$ cat src/fasp_pkg.sv
// Package for the FIFO asynchronous serial port: register map, field layout, reset values and timing.
// Assumes a 125 MHz system clock and a 32-bit Avalon-MM slave whose address carries the byte offsets directly.
package fasp_pkg;
   // Register byte offsets.
   localparam logic [3:0] OFF_FORMAT = 4'h0;
   localparam logic [3:0] OFF_DIVISOR = 4'h4;
   localparam logic [3:0] OFF_CONTROL = 4'h8;
   localparam logic [3:0] OFF_STATUS = 4'hC;
   // Data queue offsets share the upper half of the window.
   localparam logic [4:0] OFF_TXDATA = 5'h10;
   localparam logic [4:0] OFF_RXDATA = 5'h14;
   localparam logic [4:0] OFF_LEVELS = 5'h18;
   localparam int ADDR_W = 5;
   // Format register fields.
   localparam int FMT_CHR = 6;
   localparam int FMT_PAR_ON = 5;
   localparam int FMT_ODD = 4;
   localparam int FMT_STOP2 = 3;
   localparam logic [7:0] FMT_WMASK = 8'h7B;
   localparam logic [7:0] FORMAT_RST = 8'h00;
   // Control register fields.
   localparam int CTL_TX_EN = 5;
   localparam int CTL_RX_EN = 4;
   localparam int CTL_MODEM = 3;
   localparam int CTL_CLK_EXT = 1;
   localparam int CTL_CLK_OUT = 0;
   localparam logic [7:0] CTL_WMASK = 8'h3B;
   localparam logic [7:0] CONTROL_RST = 8'h00;
   localparam logic [7:0] DIVISOR_RST = 8'hFF;
   // Status register bit positions; the error, break and timeout flags clear by writing 1.
   localparam int ST_ERR = 7;
   localparam int ST_TEND = 6;
   localparam int ST_TXEMPTY = 5;
   localparam int ST_BRK = 4;
   localparam int ST_RXFULL = 1;
   localparam int ST_TIMEOUT = 0;
   // Queue geometry.
   localparam int DEPTH = 16;
   localparam int PTR_W = 4;
   localparam logic [PTR_W:0] DEPTH_CNT = 5'h10;
   // Oversampling: sixteen ticks per bit, sample at the middle tick.
   localparam logic [3:0] OVS_LAST = 4'hF;
   localparam logic [3:0] OVS_MID = 4'h7;
   // Receive timeout in bit times of idle line (about 1.5 chars of 10 bits).
   localparam logic [7:0] TIMEOUT_BITS = 8'h0F;
   localparam logic [5:0] PRESCALE_4 = 6'h03;
   localparam logic [5:0] PRESCALE_16 = 6'h0F;
   localparam logic [5:0] PRESCALE_64 = 6'h3F;
   typedef enum logic [2:0] {TX_IDLE, TX_START, TX_DATA, TX_PAR, TX_STOP} fasp_tx_e;
   typedef enum logic [2:0] {RX_IDLE, RX_START, RX_DATA, RX_PAR, RX_STOP} fasp_rx_e;
endpackage

$ cat src/fasp_top.sv
// FIFO asynchronous serial port: Avalon-MM registers, baud generator, transmitter and receiver.
// Assumes serial pins already synchronous to clk_sys and a single-word bus master.
// Contract
// (RQ1) Receiver shifts bits LSB first into queue.
// (RQ2) Receive queue holds sixteen bytes.
// (RQ3) Byte arriving at full queue is dropped.
// (RQ4) Receive queue read only; empty read undefined.
// (RQ5) Transmitter drains queue LSB first until empty.
// (RQ6) Transmit queue sixteen bytes; full writes ignored.
// (RQ7) Format bit 6 selects seven data bits.
// (RQ8) Format bit 5 enables parity add and check.
// (RQ9) Format bit 4 odd parity, ignored without parity.
// (RQ10) Parity makes ones count even or odd.
// (RQ11) Format bit 3 selects two stop bits.
// (RQ12) Receiver checks only the first stop bit.
// (RQ13) Format bits 7 and 2 read zero.
// (RQ14) Format bits 1:0 pick prescale 1,4,16,64.
// (RQ15) Bit clock internal or from clock pin.
// (RQ16) Transmit and receive run independently, full duplex.
// (RQ17) Four independent request outputs raised.
// (RQ18) Empty and full requests also drive DMA.
// (RQ19) Receive timeout detected, reported by flag.
// (RQ20) Queue levels and error count readable.
// (RQ21) Clock pin carries sixteen times bit rate.
// (RQ22) Stop or parity error flags, byte kept.
// (RQ23) Send request shows space; permit gates transmit.
//
// The implementer's own choices: the register addresses and the Avalon-MM interface to the registers.
`timescale 1ns/1ns
`default_nettype none
module fasp_top (
   // System.
   input wire logic clk_sys,
   input wire logic rst,
   // Avalon-MM slave.
   input wire logic [4:0] avs_address,
   input wire logic avs_read,
   input wire logic avs_write,
   input wire logic [31:0] avs_writedata,
   output logic [31:0] avs_readdata,
   output logic avs_waitrequest,
   // Serial pins.
   input wire logic serial_in_pin,
   output logic serial_out_pin,
   input wire logic link_clock_pin_in,
   output logic link_clock_pin_out,
   output logic link_clock_pin_oe,
   output logic send_request_out,
   input wire logic send_permit_in,
   // Requests to processor and transfer engine.
   output logic req_tx_empty,
   output logic req_break,
   output logic req_rx_full,
   output logic req_rx_error,
   output logic transfer_engine_tx_req,
   output logic transfer_engine_rx_req
);
   logic [7:0] frame_format_reg;
   logic [7:0] divisor;
   logic [7:0] control;
   wire logic ack = ~avs_waitrequest;
   // Bus decode; every access answers one cycle after it is seen.
   wire logic req = (avs_read | avs_write) & ~ack;
   wire logic wr = avs_write & ack;
   wire logic rd = avs_read & ~ack;
   wire logic sel_fmt = avs_address == {1'b0, fasp_pkg::OFF_FORMAT};
   wire logic sel_div = avs_address == {1'b0, fasp_pkg::OFF_DIVISOR};
   wire logic sel_ctl = avs_address == {1'b0, fasp_pkg::OFF_CONTROL};
   wire logic sel_st = avs_address == {1'b0, fasp_pkg::OFF_STATUS};
   wire logic sel_txd = avs_address == fasp_pkg::OFF_TXDATA;
   wire logic sel_rxd = avs_address == fasp_pkg::OFF_RXDATA;
   wire logic sel_lvl = avs_address == fasp_pkg::OFF_LEVELS;
   wire logic [7:0] wd = avs_writedata[7:0];
   // Software-facing registers.
   always_ff @(posedge clk_sys) begin
      if (rst) begin
         frame_format_reg <= fasp_pkg::FORMAT_RST;
         divisor <= fasp_pkg::DIVISOR_RST;
         control <= fasp_pkg::CONTROL_RST;
      end else if (wr) begin
         if (sel_fmt) frame_format_reg <= wd & fasp_pkg::FMT_WMASK; // RQ13
         if (sel_div) divisor <= wd;
         if (sel_ctl) control <= wd & fasp_pkg::CTL_WMASK;
      end
   end
   // Prescaler then divisor make a sixteen-times-bit-rate tick.
   logic [5:0] pre_cnt;
   logic [7:0] div_cnt;
   logic ovs_int;
   logic clkin_d;
   logic clk_out;
   wire logic [5:0] pre_top = frame_format_reg[1:0] == 2'h0 ? 6'h00 :
                              frame_format_reg[1:0] == 2'h1 ? fasp_pkg::PRESCALE_4 :
                              frame_format_reg[1:0] == 2'h2 ? fasp_pkg::PRESCALE_16 : fasp_pkg::PRESCALE_64; // RQ14
   wire logic pre_tick = pre_cnt >= pre_top;
   // A zero divisor cannot make a clock at any prescale, so the pin then stays high.
   wire logic clk_hi = div_cnt <= {1'b0, divisor[7:1]};
   wire logic ext_clk = control[fasp_pkg::CTL_CLK_EXT];
   wire logic ovs = ext_clk ? (link_clock_pin_in & ~clkin_d) : ovs_int; // RQ15 RQ21
   always_ff @(posedge clk_sys) begin
      if (rst) begin
         pre_cnt <= 6'h00;
         div_cnt <= 8'h00;
         ovs_int <= 1'b0;
         clkin_d <= 1'b0;
         clk_out <= 1'b0;
      end else begin
         clkin_d <= link_clock_pin_in;
         clk_out <= clk_hi; // RQ21
         pre_cnt <= pre_tick ? 6'h00 : pre_cnt + 6'h01;
         ovs_int <= 1'b0;
         if (pre_tick) begin
            if (div_cnt >= divisor) begin
               div_cnt <= 8'h00;
               ovs_int <= 1'b1;
            end else begin
               div_cnt <= div_cnt + 8'h01;
            end
         end
      end
   end
   // Transmit queue storage and pointers.
   logic [7:0] txq [fasp_pkg::DEPTH];
   logic [fasp_pkg::PTR_W-1:0] txw, txr;
   logic [fasp_pkg::PTR_W:0] txn;
   wire logic tx_full = txn == fasp_pkg::DEPTH_CNT;
   wire logic tx_push = wr & sel_txd & ~tx_full; // RQ6
   logic tx_pop;
   always_ff @(posedge clk_sys) begin
      if (rst) begin
         txw <= '0;
         txr <= '0;
         txn <= '0;
      end else begin
         if (tx_push) begin
            txq[txw] <= wd;
            txw <= txw + 4'h1;
         end
         if (tx_pop) txr <= txr + 4'h1;
         txn <= txn + {4'h0, tx_push} - {4'h0, tx_pop};
      end
   end
   // Transmitter: loads the next byte when its shifter is free, LSB first.
   fasp_pkg::fasp_tx_e tx_st;
   logic [7:0] tx_shifter;
   logic [3:0] tx_ovs;
   logic [2:0] tx_bit;
   logic tx_par;
   logic tx_line;
   logic tend;
   wire logic tx_bit_end = ovs & (tx_ovs == fasp_pkg::OVS_LAST);
   wire logic [2:0] last_bit = frame_format_reg[fasp_pkg::FMT_CHR] ? 3'h6 : 3'h7; // RQ7
   wire logic permit = ~control[fasp_pkg::CTL_MODEM] | ~send_permit_in; // RQ23
   assign tx_pop = (tx_st == fasp_pkg::TX_IDLE) & (txn != '0) & control[fasp_pkg::CTL_TX_EN] & permit; // RQ5
   always_ff @(posedge clk_sys) begin
      if (rst) begin
         tx_st <= fasp_pkg::TX_IDLE;
         tx_shifter <= 8'h00;
         tx_ovs <= 4'h0;
         tx_bit <= 3'h0;
         tx_par <= 1'b0;
         tx_line <= 1'b1;
         tend <= 1'b1;
      end else begin
         if (ovs) tx_ovs <= tx_ovs + 4'h1;
         unique case (tx_st)
            fasp_pkg::TX_IDLE: begin
               tx_line <= 1'b1;
               if (tx_pop) begin
                  tx_shifter <= txq[txr];
                  tx_par <= frame_format_reg[fasp_pkg::FMT_ODD]; // RQ9
                  tx_ovs <= 4'h0;
                  tend <= 1'b0;
                  tx_line <= 1'b0;
                  tx_st <= fasp_pkg::TX_START;
               end
            end
            fasp_pkg::TX_START: if (tx_bit_end) begin
               tx_line <= tx_shifter[0]; // RQ5
               tx_bit <= 3'h0;
               tx_st <= fasp_pkg::TX_DATA;
            end
            fasp_pkg::TX_DATA: if (tx_bit_end) begin
               tx_par <= tx_par ^ tx_shifter[0]; // RQ10
               tx_shifter <= {1'b0, tx_shifter[7:1]};
               tx_bit <= tx_bit + 3'h1;
               if (tx_bit != last_bit) begin
                  tx_line <= tx_shifter[1];
               end else if (frame_format_reg[fasp_pkg::FMT_PAR_ON]) begin // RQ8
                  tx_line <= tx_par ^ tx_shifter[0];
                  tx_st <= fasp_pkg::TX_PAR;
               end else begin
                  tx_line <= 1'b1;
                  tx_bit <= 3'h0;
                  tx_st <= fasp_pkg::TX_STOP;
               end
            end
            fasp_pkg::TX_PAR: if (tx_bit_end) begin
               tx_line <= 1'b1;
               tx_bit <= 3'h0;
               tx_st <= fasp_pkg::TX_STOP;
            end
            fasp_pkg::TX_STOP: if (tx_bit_end) begin
               if (frame_format_reg[fasp_pkg::FMT_STOP2] && tx_bit == 3'h0) begin // RQ11
                  tx_bit <= 3'h1;
               end else begin
                  tend <= txn == '0;
                  tx_st <= fasp_pkg::TX_IDLE;
               end
            end
         endcase
      end
   end
   // Receive queue with per-entry error marks for counting.
   logic [7:0] rxq [fasp_pkg::DEPTH];
   logic [fasp_pkg::DEPTH-1:0] rxq_err;
   logic [fasp_pkg::PTR_W-1:0] rxw, rxr;
   logic [fasp_pkg::PTR_W:0] rxn, errn;
   logic rx_done, rx_bad;
   logic [7:0] rx_shifter;
   wire logic rx_full = rxn == fasp_pkg::DEPTH_CNT; // RQ2
   wire logic rx_push = rx_done & ~rx_full; // RQ3
   wire logic rx_pop = rd & sel_rxd & (rxn != '0); // RQ4
   wire logic pop_err = rx_pop & rxq_err[rxr];
   always_ff @(posedge clk_sys) begin
      if (rst) begin
         rxw <= '0;
         rxr <= '0;
         rxn <= '0;
         errn <= '0;
         rxq_err <= '0;
      end else begin
         if (rx_push) begin
            rxq[rxw] <= rx_shifter; // RQ1
            rxq_err[rxw] <= rx_bad; // RQ22
            rxw <= rxw + 4'h1;
         end
         if (rx_pop) rxr <= rxr + 4'h1;
         rxn <= rxn + {4'h0, rx_push} - {4'h0, rx_pop};
         errn <= errn + {4'h0, rx_push & rx_bad} - {4'h0, pop_err}; // RQ20
      end
   end
   // Receiver: start on a low line level in idle, sample mid-bit, check first stop only.
   fasp_pkg::fasp_rx_e rx_st;
   logic [3:0] rx_ovs;
   logic [2:0] rx_bit;
   logic rx_par;
   logic rx_allzero;
   logic [7:0] idle_bits;
   wire logic rx_mid = ovs & (rx_ovs == fasp_pkg::OVS_MID);
   always_ff @(posedge clk_sys) begin
      if (rst) begin
         rx_st <= fasp_pkg::RX_IDLE;
         rx_ovs <= 4'h0;
         rx_bit <= 3'h0;
         rx_par <= 1'b0;
         rx_shifter <= 8'h00;
         rx_done <= 1'b0;
         rx_bad <= 1'b0;
         rx_allzero <= 1'b0;
      end else begin
         rx_done <= 1'b0;
         if (ovs) rx_ovs <= rx_ovs + 4'h1;
         unique case (rx_st)
            fasp_pkg::RX_IDLE: if (control[fasp_pkg::CTL_RX_EN] && !serial_in_pin) begin
               rx_ovs <= 4'h0;
               rx_st <= fasp_pkg::RX_START;
            end
            fasp_pkg::RX_START: if (rx_mid) begin
               rx_st <= serial_in_pin ? fasp_pkg::RX_IDLE : fasp_pkg::RX_DATA;
               rx_bit <= 3'h0;
               rx_shifter <= 8'h00;
               rx_par <= frame_format_reg[fasp_pkg::FMT_ODD]; // RQ9
               rx_allzero <= 1'b1;
            end
            fasp_pkg::RX_DATA: if (rx_mid) begin
               rx_shifter[rx_bit] <= serial_in_pin; // RQ1
               rx_par <= rx_par ^ serial_in_pin;
               rx_allzero <= rx_allzero & ~serial_in_pin;
               rx_bit <= rx_bit + 3'h1;
               if (rx_bit == last_bit) begin
                  rx_st <= frame_format_reg[fasp_pkg::FMT_PAR_ON] ? fasp_pkg::RX_PAR : fasp_pkg::RX_STOP;
               end
            end
            fasp_pkg::RX_PAR: if (rx_mid) begin
               rx_par <= rx_par ^ serial_in_pin; // RQ10
               rx_allzero <= rx_allzero & ~serial_in_pin;
               rx_st <= fasp_pkg::RX_STOP;
            end
            fasp_pkg::RX_STOP: if (rx_mid) begin
               // A second stop bit is not examined; a low there starts the next frame.
               rx_bad <= ~serial_in_pin | (frame_format_reg[fasp_pkg::FMT_PAR_ON] & rx_par); // RQ12 RQ22
               rx_allzero <= rx_allzero & ~serial_in_pin;
               rx_done <= 1'b1;
               rx_st <= fasp_pkg::RX_IDLE;
            end
         endcase
      end
   end
   // Sticky status flags; hardware set wins over a software clear.
   logic err_f, brk_f, tmo_f;
   wire logic clr = wr & sel_st;
   always_ff @(posedge clk_sys) begin
      if (rst) begin
         err_f <= 1'b0;
         brk_f <= 1'b0;
         tmo_f <= 1'b0;
         idle_bits <= 8'h00;
      end else begin
         err_f <= (rx_done & rx_bad) | (err_f & ~(clr & wd[fasp_pkg::ST_ERR])); // RQ22
         brk_f <= (rx_done & rx_allzero) | (brk_f & ~(clr & wd[fasp_pkg::ST_BRK])); // RQ17
         if (rx_push || rx_pop || rxn == '0) begin
            idle_bits <= 8'h00;
         end else if (rx_mid && rx_st == fasp_pkg::RX_IDLE && idle_bits != fasp_pkg::TIMEOUT_BITS) begin
            idle_bits <= idle_bits + 8'h01;
         end
         tmo_f <= (rx_mid && idle_bits == fasp_pkg::TIMEOUT_BITS - 8'h01) |
                  (tmo_f & ~(clr & wd[fasp_pkg::ST_TIMEOUT])); // RQ19
      end
   end
   // Readback mux; reserved bits read zero.
   wire logic [7:0] status = {err_f, tend, txn == '0, brk_f, 2'b00, rx_full, tmo_f};
   wire logic [31:0] rdata = sel_fmt ? {24'h0, frame_format_reg} :
                             sel_div ? {24'h0, divisor} :
                             sel_ctl ? {24'h0, control} :
                             sel_st ? {16'h0, 3'h0, errn, status} :
                             sel_rxd ? {24'h0, rxq[rxr]} :
                             sel_lvl ? {16'h0, 3'h0, txn, 3'h0, rxn} : 32'h0; // RQ20
   // Outputs all leave from flip-flops.
   always_ff @(posedge clk_sys) begin
      if (rst) begin
         avs_waitrequest <= 1'b1;
         avs_readdata <= 32'h0;
         serial_out_pin <= 1'b1;
         link_clock_pin_out <= 1'b0;
         link_clock_pin_oe <= 1'b0;
         send_request_out <= 1'b1;
         req_tx_empty <= 1'b0;
         req_break <= 1'b0;
         req_rx_full <= 1'b0;
         req_rx_error <= 1'b0;
         transfer_engine_tx_req <= 1'b0;
         transfer_engine_rx_req <= 1'b0;
      end else begin
         avs_waitrequest <= ~req;
         if (rd) avs_readdata <= rdata;
         serial_out_pin <= tx_line;
         link_clock_pin_out <= clk_out;
         link_clock_pin_oe <= ~ext_clk & control[fasp_pkg::CTL_CLK_OUT]; // RQ21
         send_request_out <= control[fasp_pkg::CTL_MODEM] & rx_full; // RQ23
         req_tx_empty <= control[fasp_pkg::CTL_TX_EN] & (txn == '0); // RQ16 RQ17
         req_break <= brk_f;
         req_rx_full <= rx_full;
         req_rx_error <= err_f;
         transfer_engine_tx_req <= control[fasp_pkg::CTL_TX_EN] & (txn == '0); // RQ18
         transfer_engine_rx_req <= rx_full;
      end
   end
   // Assertions.
   a_tx_queue_bound: assert property (@(posedge clk_sys) disable iff (rst) txn <= fasp_pkg::DEPTH_CNT) // RQ6
      else $error("transmit queue over depth");
   a_rx_drop_full: assert property (@(posedge clk_sys) disable iff (rst)
      rx_done && rx_full && !rx_pop |=> rxn == fasp_pkg::DEPTH_CNT) // RQ3
      else $error("receive byte stored into full queue");
   a_err_sets_flag: assert property (@(posedge clk_sys) disable iff (rst)
      rx_done && rx_bad |=> err_f) // RQ22
      else $error("receive error flag not set");
   a_idle_line_high: assert property (@(posedge clk_sys) disable iff (rst)
      tx_st == fasp_pkg::TX_IDLE && !tx_pop |=> tx_line) // RQ5
      else $error("line not idle high");
   a_fmt_reserved: assert property (@(posedge clk_sys) disable iff (rst)
      frame_format_reg[7] == 1'b0 && frame_format_reg[2] == 1'b0) // RQ13
      else $error("reserved format bits set");
   a_bus_answer: assert property (@(posedge clk_sys) disable iff (rst)
      req |=> !avs_waitrequest) // RQ4
      else $error("bus answer late");
   a_err_count: assert property (@(posedge clk_sys) disable iff (rst) errn <= rxn) // RQ20
      else $error("error count exceeds level");
   a_permit_gate: assert property (@(posedge clk_sys) disable iff (rst)
      control[fasp_pkg::CTL_MODEM] && send_permit_in && tx_st == fasp_pkg::TX_IDLE
      |=> tx_st == fasp_pkg::TX_IDLE) // RQ23
      else $error("transmit started without permit");
   c_tx_frame: cover property (@(posedge clk_sys) tx_pop);
   c_rx_push: cover property (@(posedge clk_sys) rx_push);
   c_rx_error: cover property (@(posedge clk_sys) rx_done && rx_bad);
   c_timeout: cover property (@(posedge clk_sys) tmo_f);
endmodule // fasp_top
`default_nettype wire

$ cat config.mk
export PLATFORM = sky130hd
export DESIGN_NAME = fasp_top
export DESIGN_NICKNAME = d
export VERILOG_FILES = /design/src/fasp_pkg.sv /design/src/fasp_top.sv
export SDC_FILE = /design/constraint.sdc
export NUM_CORES = 1
export LEC_CHECK = 0
export ABC_CLOCK_PERIOD_IN_PS = 9800
export BUFFER_PORTS_ARGS = -buffer_cell sky130_fd_sc_hd__buf_2
export CORE_ASPECT_RATIO = 0.5
export CORE_MARGIN = 5
export CORE_UTILIZATION = 66
export CTS_CLUSTER_SIZE = 25
export DETAILED_ROUTE_END_ITERATION = 16
export PLACE_DENSITY = 0.94
export SYNTH_ARGS = -nofsm -noshare
export SYNTH_HDL_FRONTEND = slang
export SYNTH_SLANG_ARGS = --single-unit
export TNS_END_PERCENT = 100
$ cat constraint.sdc
create_clock -name clk_sys -period 9.8 [get_ports clk_sys]
set_clock_uncertainty 0.05 [all_clocks]
set_input_delay 1.47 -clock clk_sys [delete_from_list [all_inputs] [get_ports clk_sys]]
set_output_delay 1.47 -clock clk_sys [all_outputs]
set_load 0.01 [all_outputs]
# After elaboration in Yosys (flattened, before gate mapping)
# Memory sizes are Yosys's and may differ from the RTL's. A register that Yosys moved wholly into a read port is not among the register bits.
# Cells that the tools add are included.
totals:
  register_bits: 178
  ram_bits: 256
  output_inout_bits: 43
  word_cells: 301
  mem_count: 2
op_classes:
  addsub: 17
  order_cmp: 8
  eq_ne: 41
  mux: 90
  bitwise: 52
  n_reduce_logical: 46
memory_table:
  columns: ["memory", "words", "word_bits", "rd", "rd_clocked_by_memory_dff", "wr", "line", "rtl"]
  rows:
  - ["rxq", 16, 8, 1, 1, 1, "fasp_top.sv:215", "logic [7:0] rxq [fasp_pkg::DEPTH];"]
  - ["txq", 16, 8, 1, 1, 1, "fasp_top.sv:123", "logic [7:0] txq [fasp_pkg::DEPTH];"]
ops:
  columns: ["cell", "n"]
  rows:
  - ["$mux 13", 6]
  - ["$mux 3", 21]
  - ["$mux 4", 10]
  - ["$mux 8", 5]
  - ["$pmux 8 s2", 2]
  - ["$and 1x1->1", 30]
  - ["$pmux 3 s5", 2]
  - ["$mux 1", 28]
  - ["$ne 2x2->1 const B", 14]
  - ["$eq 5x5->1 const B", 5]
  - ["$add 4x1->4 const B", 6]
  - ["$mux 6", 3]
  - ["$add 8x1->8 const B", 2]
  - ["$bwmux 16", 1]
  - ["$add 5x1->5", 3]
  - ["$logic_not 5->1", 3]
  - ["$sub 5x1->5", 3]
  - ["$not 1->1", 14]
  - ["$eq 3x2->1 const B", 4]
  - ["$reduce_and 3->1", 4]
  - ["$reduce_or 2->1", 6]
  - ["$eq 5x4->1 const B", 2]
  - ["$lt 4x5->1 const B", 2]
  - ["$reduce_bool 2->1", 5]
  - ["45 further kinds", 73]

# Depth between registers and ports, before layout
# Gate-level depths: netlist of the first run.
logic_depth:
  ltp_word: 7
  depth_mapped: 17

# Worst setup path before layout of the first run
# Ideal clock, no wire load.
synth_path:
  path_kind: "input -> register"
  start: "input avs_address[4]"
  end: "register rxn[4] (netlist bit)"
  arrival_ns: 3.966
  required_ns: 9.680
  slack_ns: 5.713
  cell_stages: 13
  n_path_buf: 2
  path_cell_list: "buf_4 -> nand2b_4 -> nor4b_4 -> and3_1 -> buf_4 -> inv_1 -> ha_1 -> ha_1 -> fa_1 -> a21oi_1 -> nor2_1 -> or3_1 -> a21oi_1"
synth_via:
  elab_chain_len: 4
synth_lines:
  columns: ["element", "line", "rtl"]
  rows:
  - ["start: declaration", "fasp_top.sv:36", "input wire logic [4:0] avs_address,"]
  - ["$eq 5x5->1", "fasp_top.sv:71", "wire logic sel_rxd = avs_address == fasp_pkg::OFF_RXDATA;"]
  - ["$and 1x1->1 (2 in series)", "fasp_top.sv:223", "wire logic rx_pop = rd & sel_rxd & (rxn != '0);"]
  - ["$sub 5x1->5", "fasp_top.sv:239", "rxn <= rxn + {4'h0, rx_push} - {4'h0, rx_pop};"]
  - ["end signal: assignment", "fasp_top.sv:239", null]
  - ["end: declaration", "fasp_top.sv:218", "logic [fasp_pkg::PTR_W:0] rxn, errn;"]
# Every way passes these cells.
# A chain may end at the register's enable or synchronous reset.

# Worst setup path after layout of the first run
layout_path:
  start: "input avs_address[1]"
  end: "register rxn[4] (netlist bit)"
# Same word-level chain as after synthesis.

==> results by group, run 1 <==
Run status
  • Outcome: completed

Worst hold path
  • Worst hold path type: reg -> reg

Synthesis
  • Most common library cells after synthesis: 256 x edfxtp_1, 167 x dfxtp_1, 126 x nor2_1
  • Post-synth ARST share: 0
  • Post-Syn Area per Cell: 12.9 um2
  • Primary FF master, synth: edfxtp_1
  • Post-synth EDFFs: 256
  • Syn Std Cell Area: roughly 18,000 um2
  • Synth top area share: 0.416
  • Synth Register Bits: ~420
  • Area leader, netlist: edfxtp_1
  • Synth top area cells: edfxtp_1 42%, dfxtp_1 18%, mux4_2 9.6%
  • Post-synthesis sequential area ratio: 0.598
  • Warnings from Yosys: 0
  • Mapped Cells: around 1.4k
  • Most frequent cell after synthesis: edfxtp_1
  • Count of cell types in the netlist: 76

Timing
  • # setup viols final: 0
  • Fin crit period: around 4.2 ns
  • Setup tns final: 0 ns
  • Unrepaired setup endpoints after global routing: false
  • Measured slew at the worst slew-check pin: roughly 1.3 ns
  • Fin. Hold Viols: 0
  • Upper clock frequency limit: roughly 0.24 GHz
  • Max-slew violation count: 0
  • Final period utilization: 0.426
  • Max-slew headroom: 0.0980

GRT
  • Largest net degree at the start of global routing: 74
  • GR Util All Layers: 0.290
  • Vias in the first global route: 12.7k
  • Initial antenna violation count: 1
  • First-pass GRT wire length: ~71,000 um
  • GR Overflow Total: 0

Pwr
  • Leakage: 6.80 nW
  • Peak supply drop: ~120 uV
  • Pwr/cell area: ~170 nW/um2

Route
  • Pre-Repair DR Iteration Count: 6
  • Total via count in the routed design: 12.5k
  • Post-route ant nets: 0
  • DRT iter0 DRCs: approximately 1.7k
  • Avg WL per Cell: ~24 um
  • DRC: 0
  • Post-Route WL: ~45,000 um
  • Via density: between 6 and 7

Clocking
  • Hold-fix buffer count after cts: 0
  • CTS Sinks: approximately 420
  • Num CTS Buffers: 36
  • Clock latency on the worst-skew pair: between 0.5 and 0.6 ns
  • CTS tree: yes
  • Clock transition at path regs: 0.08 ns
  • H-tree depth: 2
  • # Post-CTS Setup Buffers: 0
  • PostCTS Resize Cnt: 0
  • Bufs on Longest Clock Path: 3
  • CTS Root Cell: clkbuf_16

Setup path
  • Crit-path max FO: 8
  • CP arrival: between 4 and 5 ns
  • Setup crit end kind: flop
  • Required time worst endpoint: slightly above 10 ns
  • CP Class: in -> reg
  • Startpoint type of the worst setup path: primary input

Die
  • Core ar.: between 20,000 and 30,000 um2
  • Die Y: approximately 130 um
  • Placement Rows: 43
  • Starting Density: 0.667
  • Overall die width: between 200 and 250 um
  • Top-Level Pins: 87
  • Die Area: 31,600 um2

Finish
  • Proportion of layout cells with a drive suffix above 1: 0.147
  • Fillers: around 1.6k
  • Nets@finish: 1,558
  • Antenna diodes: 0
  • Final Non-Filler Cells: around 1.9k
  • Layout area overhead: 8.69%
  • Biggest regs: rxq x128, txq x128, rxq_err x16

Placement
  • RD Place Congestion: 0.880
  • Dpl hpwl: roughly 30,000 um
  • # port buffers: 43
  • Placed instance count: about 1.8k

Flow run
  • Max-cap violations: 0
-- worst max-delay path, stage by stage --
cell,delay [ns]
buf_2,0.13
nand2b_4,0.17
nor4b_4,0.53
and3_1,0.41
inv_1,0.15
ha_1,0.32
ha_1,0.22
fa_1,0.42
a21oi_1,0.21
nor2_1,0.07
or3_1,0.35
a21oi_1,0.14
-- logic make-up (layout without fill, tap and decap cells) --
logic type                 count (synthesis)  after routing  synth area share
adders and majority gates                 60             60            0.0419
and+or+nand+nor                          422            422             0.112
other                                      1             19          0.000203
AOI/OAI and AO/OA                        238            238            0.0833
DFF                                      423            423             0.598
muxes                                    103            103             0.110
xor gates and xnor gates                  41             41            0.0195
buffers and inverters                    145            172            0.0360
-- cell type report --
type | count | area (um2) | share of cell area
inverter | 52 | 195 | 0.00973
multi-input combinational | 883 | 6840 | 0.341
sequential | 423 | 11000 | 0.550
timing repair buffer | 58 | 328 | 0.0163
clock inverter | 20 | 243 | 0.0121
tap | 382 | 478 | 0.0238
clock buffer | 42 | 945 | 0.0471
-- cell usage in the layout (no fill, tap or decap), types with 10 or more instances in the layout --
cell and n:
nand4_1 28, o21ai_0 51, nand2b_1 13, clkbuf_16 37
nand3_1 34, conb_1 19, mux2i_1 17, xnor2_1 15
and3_1 10, nand2_1 104, nor2b_1 21, ha_1 57
a21oi_1 81, buf_4 14, inv_1 50, o211ai_1 14
xor2_1 26, a22oi_1 10, nor3_1 29, nor2_1 126
a211oi_1 10, edfxtp_1 256, buf_2 43, dfxtp_1 165
mux4_2 79
-- final timing paths --
path / startpoint / endpoint / slack (ns) / depth (start not counted)
hold reg to reg: clk_out$_SDFF_PP0_ / link_clock_pin_out$_SDFF_PP0_ / 0.41 / 1
setup / recovery: avs_address[1] / rxn[4]$_SDFF_PP0_ / 5.62 / 12
hold / removal: clk_out$_SDFF_PP0_ / link_clock_pin_out$_SDFF_PP0_ / 0.41 / 1
setup reg to reg: rxn[2]$_SDFF_PP0_ / rxq[7][7]$_DFFE_PP_ / 6.06 / 6
-- stage by stage --
step,worst slack [ns],total power [W],utilization,hold slack [ns],instance area [um2]
floorplan,5.71,0.00197,-,0.364,18500
global placement,5.32,0.00199,0.682,0.383,18900
detailed placement,5.21,0.00199,0.682,0.394,18900
CTS,5.70,0.00344,0.725,0.413,20000
global route,5.46,0.00354,0.725,0.433,20100
finish,5.62,0.00344,0.725,0.412,20100
-- per-layer routing --
metal  share of wire  wire, um  track usage
met5         0.00029        13            0
met4           0.046      2050        0.118
met3           0.090      4040       0.0596
met2            0.50     22300        0.499
met1            0.36     16300        0.366
-- power breakdown --
part / internal [W] / switching, W / leakage, nW
Combinational: 0.0000175 / 0.0000531 / 2.55
Clock: 0.000829 / 0.000655 / 0.570
Sequential: 0.00188 / 0.00000573 / 3.68
No activity file was read; power rests on OpenSTA's default activity.
==> run 2: changes to the inputs <==
- ABC_AREA: unset -> 1
- ABC_CLOCK_PERIOD_IN_PS: 9800 -> 4200
- CORE_UTILIZATION: 66 -> 62
- PLACE_DENSITY: 0.94 -> 0.89
- clock period: 9.8 -> 4.2 ns (I/O delays scaled with it)
==> run 2 against run 1 <==
  * Synthesized cell count grew 37%
  * Global-route usage shrank 4.0 points
  * Worst setup slack worse by 4.6 ns
  * Utilization fell by 5.0 points
  * Sequential cell count unchanged
  * First-iteration DRC count increased by 6.1%
  * Area after synthesis increased by 1.8%
  * Largest cell class unchanged
==> results by group, run 2 <==
Setup path
  • R2R Path Start: txn[3]$_SDFF_PP0_
  • CP arrival: roughly 3.5 ns
  • Crit-path max FO: 12
  • Worst path bufs/invs: 4
  • Required time worst endpoint: between 4 and 5 ns
  • Setup crit end kind: flop
  • Largest stage delay, worst path: between 0.4 and 0.5 ns
  • Startpoint type of the worst setup path: flop
  • CP Class: reg -> reg
  • CP startpoint: txn[3]$_SDFF_PP0_
  • Critical path's slowest cell: fa_1
  • Critical path, cell by cell: inv_1, ha_1, nand4_1, nand3_2, inv_1, ha_1, inv_1, ha_1, inv_1, fa_1, nor3_1, a211oi_1, o21ai_0, a21oi_1
  • Kind of cell adding the most delay to the critical path: adder cells
  • Crit path top cell by count: inv_1

Finish
  • Proportion of layout cells with a drive suffix above 1: 0.0767
  • Multi-input gate area in the final layout: ~6600 um2
  • Fillers: roughly 2.1k
  • Most frequent cells in the layout: 305 x nand2_1, 256 x edfxtp_1, 246 x nor2_1, 183 x inv_1, 167 x o21ai_0
  • Cell area after layout: around 20,000 um2
  • Layout area overhead: 8.24%
  • Biggest regs: rxq x128, txq x128, rxq_err x16
  • Commonest non-fill, non-tap cell in the layout: nand2_1
  • Fin util: 0.675
  • Reg area: about 11,000 um2
  • Nets@finish: ~2.1k

Placement
  • # port buffers: 43
  • Dpl hpwl: around 28,000 um
  • RD Place Congestion: a little over 0.9
  • Placed Area: about 19,000 um2
  • Place WS: around 0.84 ns

Timing
  • Fin. Hold Viols: 0
  • Measured slew at the worst slew-check pin: just over 1 ns
  • # setup viols final: 0
  • Upper clock frequency limit: between 0.3 and 0.4 GHz
  • Final WS setup: between 1 and 1.5 ns
  • Final period utilization: 0.757
  • Max-slew headroom: 0.322
  • Fin crit period: between 3 and 4 ns
  • Max-slew violation count: 0
  • Setup tns final: 0 ns
  • Unrepaired setup endpoints after global routing: false

Pwr
  • Leakage: around 7.8 nW
  • Peak supply drop: 398 uV
  • Total Power: around 0.0083 W
  • Pwr/cell area: between 400 and 500 nW/um2

Synthesis
  • Synth top area cells: edfxtp_1 41%, dfxtp_1 18%, nand2_1 6.1%
  • Synth Register Bits: between 400 and 500
  • Mapped Cells: ~2k
  • Count of cell types in the netlist: 51
  • Synth top area share: 0.409
  • Area leader, netlist: edfxtp_1
  • Post-synthesis sequential area ratio: 0.587
  • Post-synth EDFFs: 256
  • Post-synth ARST share: 0
  • Most frequent cell after synthesis: nand2_1
  • Primary FF master, synth: edfxtp_1
  • Most common library cells after synthesis: 305 x nand2_1, 256 x edfxtp_1, 246 x nor2_1
  • Post-Syn Area per Cell: about 9.6 um2
  • Warnings from Yosys: 0
  • Syn Std Cell Area: about 19,000 um2

Clocking
  • # Post-CTS Setup Buffers: 0
  • CTS Root Cell: clkbuf_16
  • Clock latency on the worst-skew pair: between 0.5 and 0.6 ns
  • PostCTS Resize Cnt: 0
  • Clock transition at path regs: approximately 0.06 ns
  • H-tree depth: 2
  • CTS tree: yes
  • Num CTS Buffers: 38
  • Hold-fix buffer count after cts: 0
  • Bufs on Longest Clock Path: 3
  • CTS Sinks: around 420

Worst hold path
  • Worst hold path type: in -> reg
  • Hold wc startpoint: avs_read

Die
  • Overall die width: ~260 um
  • Placement Rows: 45
  • Starting Density: 0.624
  • Top-Level Pins: between 80 and 90
  • Die Y: 133 um
  • Die Area: roughly 34,000 um2
  • Core ar.: approximately 30,000 um2

GRT
  • GR Util All Layers: 0.250
  • Vias in the first global route: between 10k and 15k
  • Initial antenna violation count: 1
  • Largest net degree at the start of global routing: 72
  • First-pass GRT wire length: 69,600 um
  • GR Overflow Total: 0

Run status
  • Outcome: completed

Flow run
  • Max-cap violations: 0

Route
  • Post-route ant nets: 0
  • Post-Route WL: between 40,000 and 50,000 um
  • Pre-Repair DR Iteration Count: 6
  • Via density: between 5 and 6
  • Total via count in the routed design: approximately 14k
  • DRT iter0 DRCs: 1,787
  • Avg WL per Cell: about 18 um
  • DRC: 0
==> run 2: final timing paths <==
path                                        end  slack [ns]  cells after the start
hold reg to reg   link_clock_pin_out$_SDFF_PP0_        0.38                      2
hold / removal       avs_waitrequest$_SDFF_PP1_        0.24                      2
setup reg to reg              txn[4]$_SDFF_PP0_        1.02                     14
setup / recovery              txn[4]$_SDFF_PP0_        1.02                     14
==> run 2: power by group <==
part | total (W) | switching [W] | internal (W)
combinational | 0.000488 | 0.000344 | 0.000144
clock | 0.00340 | 0.00153 | 0.00188
sequential | 0.00445 | 0.0000343 | 0.00441
total | 0.00834 | 0.00190 | 0.00643
==> run 2: metal layers <==
metal,routed length (um),part of all wire,GRT usage
met1,16800,0.39,0.321
met2,21500,0.50,0.439
met3,3880,0.089,0.0481
met4,1290,0.030,0.0743
met5,0,0,0
==> run 2: metrics by stage <==
stage | hold slack (ns) | std cells
finish | 0.241 | 2408
floorplan | 0.338 | 1981
detailed placement | 0.369 | 2337
global placement | 0.355 | 2337
CTS | 0.222 | 2407
global route | 0.221 | 2408
==> run 2: logic make-up after synthesis <==
family                     Yosys count  share of synthesized area
and+or+nand+nor                    752                      0.174
DFF                                423                      0.587
AOI/OAI and AO/OA                  415                      0.122
buffers and inverters              295                     0.0675
adders and majority gates           60                     0.0411
xor gates and xnor gates            17                    0.00792
other                                1                   0.000200
==> run 2: final cells by class <==
class	instances	area share
Antenna cell	1	0.000123
Inverter	198	0.0366
Multi-Input combinational cell	1263	0.323
Timing Repair Buffer	54	0.0146
Tap cell	399	0.0245
Sequential cell	423	0.542
Clock buffer	53	0.0510
Clock inverter	17	0.00812
==> run 3: changes to the inputs <==
- ABC_CLOCK_PERIOD_IN_PS: 4200 -> 3000
- clock period: 4.2 -> 3 ns (I/O delays scaled with it)
==> run 3 against run 2 <==
  * Total power up 42%
  * Final area is 2.0% higher
  * Register-to-register slack worse by 0.83 ns
  * Clock-buffer cell count is 3 lower
  * Clock power up 44%
  * Sequential power is 40% higher
  * Non-clock buffer count up 49
  * Fmax up 13%
  * First-iteration DRC count fell by 3.9%
  * Worst setup slack worse by 0.83 ns
  * Critical path depth is the same
  * Sequential share of layout area fell by 1.0 points
  * Critical path type unchanged
  * Largest cell class unchanged
==> results by group, run 3 (synthesis results as in run 2) <==
Die
  • Die Area: 34,100 um2
  • Core ar.: about 30,000 um2
  • Overall die width: 256 um
  • Top-Level Pins: 87
  • Placement Rows: 45
  • Starting Density: 0.624
  • Die Y: about 130 um

Finish
  • Biggest regs: rxq x128, txq x128, rxq_err x16
  • Commonest non-fill, non-tap cell in the layout: nand2_1
  • Most frequent cells in the layout: 305 x nand2_1, 256 x edfxtp_1, 246 x nor2_1, 183 x inv_1, 167 x o21ai_0
  • Nets@finish: 2,131
  • Proportion of layout cells with a drive suffix above 1: 0.0992
  • Layout area overhead: 10.4%

Placement
  • RD Place Congestion: just over 0.9
  • Dpl hpwl: around 29,000 um
  • Place WS: 0.0192 ns
  • # port buffers: 43

Pwr
  • Switch Pwr: around 0.0027 W
  • Leakage: about 8.0 nW
  • Seq pwr share: 0.526
  • Clock power frac: 0.414
  • Combinational Power Share: 0.060
  • Pwr/cell area: 570 nW/um2
  • Peak supply drop: 390 uV
  • Internal power: ~0.009 W
  • Switching share of power: 0.229

Run status
  • Outcome: completed

GRT
  • GR Overflow Total: 0
  • GR Util All Layers: 0.253
  • Grt met1 use: 0.320
  • Largest net degree at the start of global routing: slightly above 70
  • GR Layer Usage met3: 0.0430
  • Met2 usage: 0.431
  • Vias in the first global route: 13.9k
  • Initial antenna violation count: 1
  • First-pass GRT wire length: 70,500 um
  • GRT busiest layer: met2

Setup path
  • Largest stage delay, worst path: 0.40 ns
  • Required time worst endpoint: 3.36 ns
  • Kind of cell adding the most delay to the critical path: adder cells
  • Critical path's slowest cell: fa_1
  • CP Class: reg -> reg
  • Setup crit end kind: flop
  • Crit path top cell by count: inv_1
  • CP arrival: about 3.2 ns
  • Critical path, cell by cell: inv_1, ha_1, nand4_1, nand3_2, inv_1, ha_1, inv_1, ha_1, inv_1, fa_1, nor3_1, a211oi_1, o21ai_0, a21oi_1
  • Crit-path max FO: 4
  • Startpoint type of the worst setup path: flop
  • Reg2reg path depth: 14
  • Critical path depth in cells: 14
  • Worst R2R Setup Slack: 0.19 ns
  • Worst path bufs/invs: 4

Clocking
  • H-tree depth: 2
  • Num CTS Buffers: 38
  • CTS tree: yes
  • Bufs on Longest Clock Path: 3
  • Clock transition at path regs: roughly 0.07 ns
  • CTS Root Cell: clkbuf_16
  • CTS Sinks: about 420
  • Clock latency on the worst-skew pair: about 0.56 ns

Route
  • DRC: 0
  • Pre-Repair DR Iteration Count: 8
  • Total via count in the routed design: roughly 15k
  • Post-Route WL: 44,400 um
  • Via density: 5.92
  • Avg WL per Cell: about 18 um
  • Post-route ant nets: 0
  • DRT iter0 DRCs: 1,718

Timing
  • Max-slew violation count: 0
  • Unrepaired setup endpoints after global routing: false
  • Final WS setup: ~0.19 ns
  • Fin crit period: ~2.8 ns
  • Fin. Hold Viols: 0
  • # setup viols final: 0
  • Max-slew headroom: 0.349
  • Measured slew at the worst slew-check pin: approximately 0.98 ns
  • Upper clock frequency limit: about 0.36 GHz
  • Setup tns final: 0 ns
  • Final period utilization: 0.937

Worst hold path
  • Worst hold path type: in -> reg
  • Worst hold stages: 2

Flow run
  • Max-cap violations: 0
run 3: layout make-up:
type | instances | area [um2]
inverter | 198 | 744
clock inverter | 19 | 223
tap | 399 | 499
antenna | 1 | 2.50
sequential | 423 | 11000
fill | 1997 | 9370
timing repair buffer | 103 | 666
multi-input combinational | 1263 | 6570
clock buffer | 50 | 1010
run 3: per-stage QoR:
step / hold WS [ns] / utilization / instance area (um2) / cells / total power, W
3_3_place_gp: 0.362 / 0.648 / 19500 / 2386 / 0.00702
6_report: 0.0641 / 0.689 / 20700 / 2456 / 0.0118
5_1_grt: 0.0580 / 0.689 / 20700 / 2456 / 0.0122
3_5_place_dp: 0.364 / 0.648 / 19500 / 2386 / 0.00705
2_1_floorplan: 0.338 / - / 18900 / 1981 / 0.00686
4_1_cts: 0.0492 / 0.688 / 20700 / 2455 / 0.0119
run 3: worst paths after layout:
path                              endpoint          startpoint
min             avs_waitrequest$_SDFF_PP1_            avs_read
max                      txn[4]$_SDFF_PP0_   txn[2]$_SDFF_PP0_
min reg2reg  link_clock_pin_out$_SDFF_PP0_  clk_out$_SDFF_PP0_
max reg2reg              txn[4]$_SDFF_PP0_   txn[2]$_SDFF_PP0_
run 3: layer usage:
metal	share of wire	vias up	wire length [um]
li1	-	6819	-
met1	0.39	6790	17300
met2	0.48	774	21400
met3	0.084	148	3740
met4	0.043	0	1920
met5	0	-	0
run 3: power groups by stage:
stage                     sequential [W]  clock (W)  combinational (W)
after global placement           0.00635          0           0.000672
after global routing             0.00623    0.00518           0.000801
after detailed placement         0.00635          0           0.000696
after CTS                        0.00622    0.00493           0.000703
after floorplan                  0.00634          0           0.000521
final                            0.00622    0.00490           0.000713
run 3: worst reg2reg max path, cell delays in order, from the launching register on:
cell and delay, ns:
dfxtp_1 0.32, inv_1 0.10, ha_1 0.19, nand4_1 0.28, nand3_2 0.16, inv_1 0.13, ha_1 0.29, inv_1 0.05
ha_1 0.17, inv_1 0.06, fa_1 0.40, nor3_1 0.19, a211oi_1 0.08, o21ai_0 0.17, a21oi_1 0.06
run 3: repair_timing:
| action | CTS | global route |
|---|---|---|
| hold buffers | 0 | 0 |
| resized for setup | 0 | 4 |
| buffers inserted | 0 | 0 |
| setup endpoints to repair | 0 | 2 |
